File: config.mk
export PLATFORM = sky130hd
export DESIGN_NAME = sip_prescaler
export DESIGN_NICKNAME = d
export VERILOG_FILES = /design/src/verilog/sip_div2.v /design/src/verilog/sip_prescaler.v /design/src/verilog/sip_sync_edge.v
export VERILOG_INCLUDE_DIRS = /design/src /design/src/verilog
export SDC_FILE = /design/constraint.sdc
export NUM_CORES = 1
export LEC_CHECK = 0
export BUFFER_PORTS_ARGS = -buffer_cell sky130_fd_sc_hd__buf_2
export CAP_MARGIN = 25
export CORE_UTILIZATION = 56
export DETAILED_ROUTE_END_ITERATION = 10
export PLACE_DENSITY = 0.79
export RECOVER_POWER = 50
export SYNTH_ARGS = -nofsm -noshare
export SYNTH_HDL_FRONTEND = slang
export SYNTH_SLANG_ARGS = --single-unit
File: constraint.sdc
create_clock -name clk -period 3.1 [get_ports clk]
set_input_delay 0.155 -clock clk [delete_from_list [all_inputs] [get_ports clk]]
set_output_delay 0.155 -clock clk [all_outputs]
set_load 0.02 [all_outputs]
File: src/verilog/sip_defines.vh
`ifndef SIP_DEFINES_VH
`define SIP_DEFINES_VH
// ----------------------------------------------------------------
// register map
// ----------------------------------------------------------------
`define SIP_ADDR_W          4
`define SIP_OFF_CTRL        4'h0
`define SIP_OFF_COUNT_LO    4'h1
`define SIP_OFF_COUNT_HI    4'h2
`define SIP_OFF_MODE        4'h3
// ----------------------------------------------------------------
// control register fields
// ----------------------------------------------------------------
`define SIP_BIT_FLAG        7
`define SIP_BIT_IRQ_EN      6
`define SIP_BIT_SEL_HI      3
`define SIP_BIT_SEL_LO      1
`define SIP_BIT_INIT        0
`define SIP_CTRL_RESET      8'h00
// ----------------------------------------------------------------
// mode register fields
// ----------------------------------------------------------------
`define SIP_BIT_MAIN_STOP   0
`define SIP_MODE_RESET      8'h00
// ----------------------------------------------------------------
// counter values
// ----------------------------------------------------------------
`define SIP_CNT_W           16
`define SIP_CNT_ALL_ONES    16'hFFFF
`define SIP_CNT_ZERO        16'h0000
`define SIP_SEL_BASE_BIT    9
`define SIP_WDOG_SEL_A      3'h4
`define SIP_WDOG_SEL_B      3'h6
`define SIP_WDOG_TAP_BIT    12
`endif

File: src/verilog/sip_div2.v
`timescale 1ns/1ps
`default_nettype none
// divides the subclock tick enable by two
module sip_div2 (
   // clock and reset
   input  wire clk,
   input  wire rst_n,
   // control
   input  wire clr,
   input  wire tick_in,
   // divided tick
   output reg  tick_out
);
   reg phase_ff;
   // ----------------------------------------------------------------
   // divider
   // ----------------------------------------------------------------
   // toggle on each input tick, pulse on every second one
   always @(posedge clk or negedge rst_n) begin
      if (!rst_n) begin
         phase_ff <= 1'b0;
         tick_out <= 1'b0;
      end else if (clr) begin
         phase_ff <= 1'b0;
         tick_out <= 1'b0;
      end else begin
         tick_out <= tick_in & phase_ff;
         if (tick_in) begin
            phase_ff <= ~phase_ff;
         end
      end
   end
endmodule // sip_div2
`default_nettype wire

File: src/verilog/sip_prescaler.v
// Overview of operation
// - counter decrements every count tick, subclock divided by two, while oscillator runs
// - software clear loads all ones and counting resumes from there
// - after zero the counter reloads all ones and keeps counting
// - flag sets at selected interval, except in main-clock stop mode
// - flag events repeat at the interval measured from the last clear
// - watchdog clear accompanies counter clear when watchdog selects codes 100 or 110
// - counter clears on entry to stop from subclock or sub-CR mode
// - counter clears when an oscillator enable drops in main clock modes
// - any reset loads the counter with zero and halts counting
// - watch mode entry behaves as sleep mode entry
// - main-clock stop mode keeps counting but raises no request
// - writing zero to the flag clears it and withdraws the request
// - writing one to the init bit reinitialises the counter
// - enable bit one forwards requests, zero blocks them
// - watchdog clock restarts from initial phase with the watchdog clear
// - request asserted while flag and enable are both one
// - enabling with flag already set raises the request at once
// - clear coinciding with selected bit overflow does not set the flag
// - select picks one of seven counter bits or the zero count, intervals 2^10 to 2^16
`timescale 1ns/1ps
`default_nettype none
`include "sip_defines.vh"
module sip_prescaler #(
   parameter CNT_W = `SIP_CNT_W
) (
   // clock and reset
   input  wire                   clk,
   input  wire                   rst_n,
   // register port
   input  wire [`SIP_ADDR_W-1:0] reg_addr,
   input  wire [7:0]             reg_wdata,
   input  wire                   reg_wr,
   input  wire                   reg_rd,
   output reg  [7:0]             reg_rdata_ff,
   // subclock source
   input  wire                   sub_tick,
   input  wire                   sub_osc_running,
   // system clock state
   input  wire                   in_sub_mode,
   input  wire                   in_main_mode,
   input  wire                   stop_req,
   input  wire                   sub_osc_enable,
   input  wire                   sub_rc_osc_enable,
   // watchdog clock selection
   input  wire [2:0]             wdog_clk_sel,
   // outputs
   output reg                    interval_irq_line_ff,
   output reg                    wdog_clk_ff,
   output reg                    wdog_clear_ff
);
   // ----------------------------------------------------------------
   // state
   // ----------------------------------------------------------------
   reg  [CNT_W-1:0] count_ff;
   reg  [CNT_W-1:0] nxt_count;
   reg              flag_ff;
   reg              nxt_flag;
   reg              irq_en_ff;
   reg  [2:0]       sel_ff;
   reg              main_stop_ff;
   reg              run_ff;
   reg  [3:0]       bit_idx;
   wire             cnt_tick;
   wire             sosc_fall;
   wire             srco_fall;
   wire             stop_rise;
   wire             wr_ctrl;
   wire             init_wr;
   wire             mode_clr;
   wire             clr_any;
   wire             sel_ovf;
   wire [CNT_W-1:0] count_dec;

   assign wr_ctrl = reg_wr && (reg_addr == `SIP_OFF_CTRL);
   assign init_wr = wr_ctrl && reg_wdata[`SIP_BIT_INIT];

   // ----------------------------------------------------------------
   // count clock and mode events
   // ----------------------------------------------------------------
   // subclock halved
   sip_div2 u_div (
      .clk      (clk),
      .rst_n    (rst_n),
      .clr      (clr_any),
      .tick_in  (sub_tick & sub_osc_running & run_ff),
      .tick_out (cnt_tick)
   );

   // oscillator enable falling edges
   sip_sync_edge u_sosc (
      .clk      (clk),
      .rst_n    (rst_n),
      .level_in (sub_osc_enable),
      .fall     (sosc_fall),
      .rise     ()
   );

   sip_sync_edge u_srco (
      .clk      (clk),
      .rst_n    (rst_n),
      .level_in (sub_rc_osc_enable),
      .fall     (srco_fall),
      .rise     ()
   );

   // stop entry, watch and sleep entries cause no clear
   sip_sync_edge u_stop (
      .clk      (clk),
      .rst_n    (rst_n),
      .level_in (stop_req),
      .fall     (),
      .rise     (stop_rise)
   );

   assign mode_clr = (stop_rise && in_sub_mode) ||
                     ((sosc_fall || srco_fall) && in_main_mode);
   assign clr_any  = init_wr || mode_clr;

   // ----------------------------------------------------------------
   // run control
   // ----------------------------------------------------------------
   // halted after reset until first clear
   always @(posedge clk or negedge rst_n) begin
      if (!rst_n) begin
         run_ff <= 1'b0;
      end else if (clr_any) begin
         run_ff <= 1'b1;
      end
   end

   // ----------------------------------------------------------------
   // counter
   // ----------------------------------------------------------------
   assign count_dec = count_ff - {{(CNT_W-1){1'b0}}, 1'b1};

   always @* begin
      nxt_count = count_ff;
      if (clr_any) begin
         nxt_count = `SIP_CNT_ALL_ONES;
      end else if (cnt_tick) begin
         if (count_ff == `SIP_CNT_ZERO) begin
            nxt_count = `SIP_CNT_ALL_ONES;
         end else begin
            nxt_count = count_dec;
         end
      end
   end

   always @(posedge clk or negedge rst_n) begin
      if (!rst_n) begin
         count_ff <= `SIP_CNT_ZERO;
      end else begin
         count_ff <= nxt_count;
      end
   end

   // ----------------------------------------------------------------
   // interval select
   // ----------------------------------------------------------------
   // code 100 is 2^10, 000..011 are 2^11..2^14, 101..111 above
   always @* begin
      bit_idx = 4'h0;
      case (sel_ff)
         3'h4:    bit_idx = 4'h9;
         3'h0:    bit_idx = 4'hA;
         3'h1:    bit_idx = 4'hB;
         3'h2:    bit_idx = 4'hC;
         3'h3:    bit_idx = 4'hD;
         3'h5:    bit_idx = 4'hE;
         3'h6:    bit_idx = 4'hF;
         default: bit_idx = 4'hF;
      endcase
   end

   // selected bit completes a down period
   assign sel_ovf = cnt_tick &&
                    (sel_ff == 3'h7 ? (count_ff == `SIP_CNT_ZERO)
                                     : (count_ff[bit_idx] == 1'b0 &&
                                        nxt_count[bit_idx] == 1'b1));

   // ----------------------------------------------------------------
   // control register and flag
   // ----------------------------------------------------------------
   // set unless main stop
   always @* begin
      nxt_flag = flag_ff;
      if (wr_ctrl && !reg_wdata[`SIP_BIT_FLAG]) begin
         nxt_flag = 1'b0;
      end
      if (sel_ovf && !clr_any && !(main_stop_ff && stop_req)) begin
         nxt_flag = 1'b1;
      end
   end

   always @(posedge clk or negedge rst_n) begin
      if (!rst_n) begin
         flag_ff      <= 1'b0;
         irq_en_ff    <= 1'b0;
         sel_ff       <= 3'h0;
         main_stop_ff <= 1'b0;
      end else begin
         flag_ff <= nxt_flag;
         if (wr_ctrl) begin
            irq_en_ff <= reg_wdata[`SIP_BIT_IRQ_EN];
            sel_ff    <= reg_wdata[`SIP_BIT_SEL_HI:`SIP_BIT_SEL_LO];
         end
         if (reg_wr && (reg_addr == `SIP_OFF_MODE)) begin
            main_stop_ff <= reg_wdata[`SIP_BIT_MAIN_STOP];
         end else if (stop_req && in_main_mode) begin
            main_stop_ff <= 1'b1;
         end else if (!stop_req) begin
            main_stop_ff <= 1'b0;
         end
      end
   end

   // ----------------------------------------------------------------
   // interrupt and watchdog outputs
   // ----------------------------------------------------------------
   // flag and enable
   always @(posedge clk or negedge rst_n) begin
      if (!rst_n) begin
         interval_irq_line_ff <= 1'b0;
         wdog_clk_ff          <= 1'b0;
         wdog_clear_ff        <= 1'b0;
      end else begin
         interval_irq_line_ff <= nxt_flag && (wr_ctrl ?
                                 reg_wdata[`SIP_BIT_IRQ_EN] : irq_en_ff);
         wdog_clk_ff          <= ~nxt_count[`SIP_WDOG_TAP_BIT];
         wdog_clear_ff        <= clr_any &&
                                 ((wdog_clk_sel == `SIP_WDOG_SEL_A) ||
                                  (wdog_clk_sel == `SIP_WDOG_SEL_B));
      end
   end

   // ----------------------------------------------------------------
   // read port
   // ----------------------------------------------------------------
   // init bit and unused bits read zero
   always @(posedge clk or negedge rst_n) begin
      if (!rst_n) begin
         reg_rdata_ff <= 8'h00;
      end else if (reg_rd) begin
         if (reg_addr == `SIP_OFF_CTRL) begin
            reg_rdata_ff <= {flag_ff, irq_en_ff, 2'b00, sel_ff, 1'b0};
         end else if (reg_addr == `SIP_OFF_COUNT_LO) begin
            reg_rdata_ff <= count_ff[7:0];
         end else if (reg_addr == `SIP_OFF_COUNT_HI) begin
            reg_rdata_ff <= count_ff[15:8];
         end else if (reg_addr == `SIP_OFF_MODE) begin
            reg_rdata_ff <= {7'h00, main_stop_ff};
         end else begin
            reg_rdata_ff <= 8'h00;
         end
      end else begin
         reg_rdata_ff <= 8'h00;
      end
   end
endmodule // sip_prescaler
`default_nettype wire

File: src/verilog/sip_sync_edge.v
`timescale 1ns/1ps
`default_nettype none
// registers a level and flags its falling and rising edges
module sip_sync_edge (
   // clock and reset
   input  wire clk,
   input  wire rst_n,
   // level in
   input  wire level_in,
   // edges out
   output wire fall,
   output wire rise
);
   reg last_ff;
   // ----------------------------------------------------------------
   // edge detect
   // ----------------------------------------------------------------
   always @(posedge clk or negedge rst_n) begin
      if (!rst_n) begin
         last_ff <= 1'b0;
      end else begin
         last_ff <= level_in;
      end
   end
   assign fall = last_ff & ~level_in;
   assign rise = ~last_ff & level_in;
endmodule // sip_sync_edge
`default_nettype wire
==> results.py <==
metrics = {
    "yosys": {
        "number_of_enable_flip_flop_cells_after_synthesis": 0,
        "ys_warn_count": 0,
        "synth_top_area_share_pct": 43.6,
        "synthesis.area_um2": 2240,
        "yosys.area.top_type": "sky130_fd_sc_hd__dfrtp_1",
        "postSynth.topFlopCell": "sky130_fd_sc_hd__dfrtp_1",
        "post_synthesis_cell_count": 237,
        "synthTopCellsByArea": "sky130_fd_sc_hd__dfrtp_1 44%, sky130_fd_sc_hd__nand2_1 4.9%, sky130_fd_sc_hd__mux2_2 3.5%",
        "yosys_register_bits": 39,
        "post_synth_num_cell_types": 56,
        "ys_async_sr_fraction_pct": 100,
        "synth_top_family_by_area": "simple AND/OR/NAND/NOR gates",
        "synth_simple_gate_area_share_pct": 27.7,
        "post_synth_fa_ha_maj_area_fraction_pct": 1.12,
        "syn-mean-instance-area_um2": 9.45,
        "synth-compound-area-share_pct": 14.6,
        "synth-xor-area-share_pct": 3.52,
        "share_of_the_yosys_chip_area_belonging_to_registers_pct": 43.6,
        "synth.cells.most_frequent": "39 x sky130_fd_sc_hd__dfrtp_1, 29 x sky130_fd_sc_hd__nand2_1, 17 x sky130_fd_sc_hd__nor2_1",
        "post_synth_mux_area_share_pct": 4.41,
        "synthMostInstantiatedCell": "sky130_fd_sc_hd__dfrtp_1",
        "synth.net_count": 265,
    },
    "hold_path": {
        "worst_hold_startpoint": "stop_req",
        "min-delay-path-class": "primary input to flop",
        "hold_path_cells": 1,
    },
    "power": {
        "max-vdd-ir-drop_mv": 0.332,
        "power.density_nw_per_um2": 426,
        "power_leakage_nw": 1.05,
        "post-layout-total-power_w": 0.00107,
    },
    "sta": {
        "maxSlewViolCount": 40,
        "finalSetupViolCount": 0,
        "fin_setup_tns_ps": 0,
        "hold_ws_ps": 29.8,
        "finalCritPeriodShare_pct": 83.2,
        "max_freq_mhz": 388,
        "clock_skew_ps": 4.90,
        "slew-limit-headroom_pct": -34.7,
        "max_slew.worst_pin.slew_ps": 2020,
        "finalHoldViolations": 0,
        "period_minus_slack_ps": 2580,
        "rsz0062_at_grt": "no",
    },
    "drt": {
        "ant_nets": 0,
        "dr_total_vias": 1874,
        "number_of_iterations_in_the_first_detailed_routing_pass": 4,
        "number_of_drc_violations_after_detailed_routing_iteration_0": 108,
        "routed_length_on_met2_mm": 2.19,
        "wl_met1_mm": 2.24,
        "topRoutingLayerUsed": "met4",
        "met3RoutedLength_um": 256,
        "wirelength_mm": 4.80,
        "avgRoutedWirePerCell_um": 15.0,
        "drt-vias-per-instance": 5.86,
        "remaining_drc_errors": 0,
    },
    "critical_path": {
        "worst_setup_path_end_kind": "flop",
        "critPathArrivalTime_ps": 2740,
        "r2r_slack_ps": 520,
        "worstPathRequired_ps": 3260,
        "critPathSlowestCell": "sky130_fd_sc_hd__a211oi_1",
        "slowest_delay_ps": 860,
        "worst-setup-path-type": "flop to flop",
        "rr_worst_depth": 7,
        "worstSetupStartpointType": "flop",
        "timing.rr.start": "count_ff[4]$_DFFE_PN0P_",
        "path_max_fanout": 9,
        "critPathLaunch": "count_ff[4]$_DFFE_PN0P_",
        "worstPathCellList": "or3_1 > nor4_1 > buf_4 > a211oi_1 > a41oi_1 > o31ai_1 > a21oi_1",
    },
    "clock_network": {
        "cts_sinks": 39,
        "cts_root_buffer": "sky130_fd_sc_hd__clkbuf_8",
        "cts_buffer_depth": 2,
        "cts_max_level": 2,
        "clkSlewWorstSetupHoldPaths_ps": 70,
        "tritoncts": "built",
        "clock_insertion_delay_worst_skew_ps": 290,
        "cts-resized-gates": 0,
        "numCtsBuffers": 5,
    },
    "die": {
        "floorplan.initialDensity_pct": 59.8,
        "pin_count": 37,
        "placementRows": 22,
        "chipWidth_um": 65.2,
        "die_h_um": 65.2,
        "core_um2": 3740,
        "design.die.area_um2": 4260,
    },
    "global_route": {
        "first_global_vias": 1683,
        "grt_usage_pct": 26.1,
        "grt_max_degree": 40,
        "overflow": 0,
        "grt_antenna_before_repair": 0,
        "grt_pass1_wl_mm": 8.21,
    },
    "run_status": {
        "outcome": "finished with violations",
        "failed_checks": "max-capacitance violations, max-slew violations",
    },
    "layout": {
        "final_nets": 300,
        "ff_latch_area_um2": 976,
        "num_antenna_cells": 0,
        "final_layout_size_suffix_gt1_share_pct": 16.5,
        "area_occupied_by_multi_input_gates_um2": 1150,
        "area_growth_syn_to_layout_pct": 12.6,
        "fillCellCount": 324,
    },
    "placement": {
        "routabilityCongestion": 0.882,
        "placement.io_buffers": 33,
        "post_dp_hpwl_mm": 3.51,
    },
    "run": {
        "maxCapViolCount": 1,
    },
}
==> metal layers <==
layer	up-vias	track usage, %
li1	919	-
met1	879	36.2
met2	68	38.1
met3	8	5.73
met4	0	13.0
met5	-	0
==> through the flow <==
| step | instances | setup WS (ps) | utilization (%) | area [um2] |
|---|---|---|---|---|
| 6_report | 320 | 520 | 67.3 | 2520 |
| 5_1_grt | 320 | 240 | 67.3 | 2520 |
| 4_1_cts | 320 | 538 | 67.8 | 2540 |
| 3_5_place_dp | 309 | 547 | 64.4 | 2410 |
| 3_3_place_gp | 309 | 527 | 64.4 | 2410 |
| 2_1_floorplan | 237 | 743 | - | 2240 |
==> report_power, final <==
| part | leakage [nW] | switching (W) | internal, W |
|---|---|---|---|
| Sequential | 0.437 | 0.0000371 | 0.000533 |
| Clock | 0.0470 | 0.000168 | 0.000174 |
| Combinational | 0.562 | 0.0000919 | 0.0000698 |
==> sequential cells by signal (all words and copies together), names as in the netlist <==
signal / cells
count_ff: 16
wdog_clear_ff: 1
reg_rdata_ff: 8
u_stop.last_ff: 1
u_div.tick_out: 1
u_div.phase_ff: 1
flag_ff: 1
u_sosc.last_ff: 1
interval_irq_line_ff: 1
sel_ff: 3
irq_en_ff: 1
wdog_clk_ff: 1
u_srco.last_ff: 1
run_ff: 1
main_stop_ff: 1
==> cell usage in the layout (no fill, tap or decap), drive strengths merged, types with 2 or more instances in the layout <==
cell type / instances
a211oi: 2
a22oi: 4
ha: 2
xnor2: 8
or4: 5
nor2b: 6
o211ai: 3
nand4: 2
buf: 22
nor3b: 5
nor2: 17
o31ai: 3
mux2: 7
dfrtp: 39
or3: 6
nand2b: 4
o22ai: 8
nand2: 29
dlygate4sd3: 4
o21ai: 15
and2b: 2
o21bai: 2
nor4: 6
and3: 3
or2: 3
a21boi: 3
inv: 10
a21oi: 4
nand3: 3
mux2i: 2
clkbuf: 20
nor4b: 2
nor3: 7
==> cell type report <==
class / instances / area share, %
Clock buffer: 6 / 3.28
Clock inverter: 1 / 0.199
Inverter: 10 / 1.49
Multi-Input combinational cell: 176 / 45.6
Sequential cell: 39 / 38.7
Tap cell: 48 / 2.38
Timing Repair Buffer: 40 / 8.34
==> worst max-delay path, delay by kind of cell, from the launching register on <==
| family | cells | cell delay, ps |
|---|---|---|
| AO/OA/AOI/OAI | 4 | 1360 |
| buffers and inverters | 1 | 160 |
| AND/OR/NAND/NOR | 2 | 430 |
| flip-flops | 1 | 500 |
==> what timing repair did <==
item                      CTS  global route
setup buffers               0             0
hold endpoints to repair    7             0
hold buffers                4             0
==> final timing paths <==
path	to
setup / recovery	interval_irq_line_ff$_DFF_PN0_
hold / removal	u_stop.last_ff$_DFF_PN0_
setup reg to reg	interval_irq_line_ff$_DFF_PN0_
hold reg to reg	run_ff$_DFFE_PN0P_
max in group asynchronous	count_ff[15]$_DFF_PN0_
min in group asynchronous	reg_rdata_ff[5]$_DFF_PN0_
==> logic make-up (layout without fill, tap and decap cells) <==
family	count (synthesis)	after routing
mux	9	9
fa+ha+maj	2	2
buf+inv	22	57
xor+xnor	9	9
flops	39	39
simple gates	106	106
compound gates	50	50
Note: power is estimated with default switching activity, not from simulation.
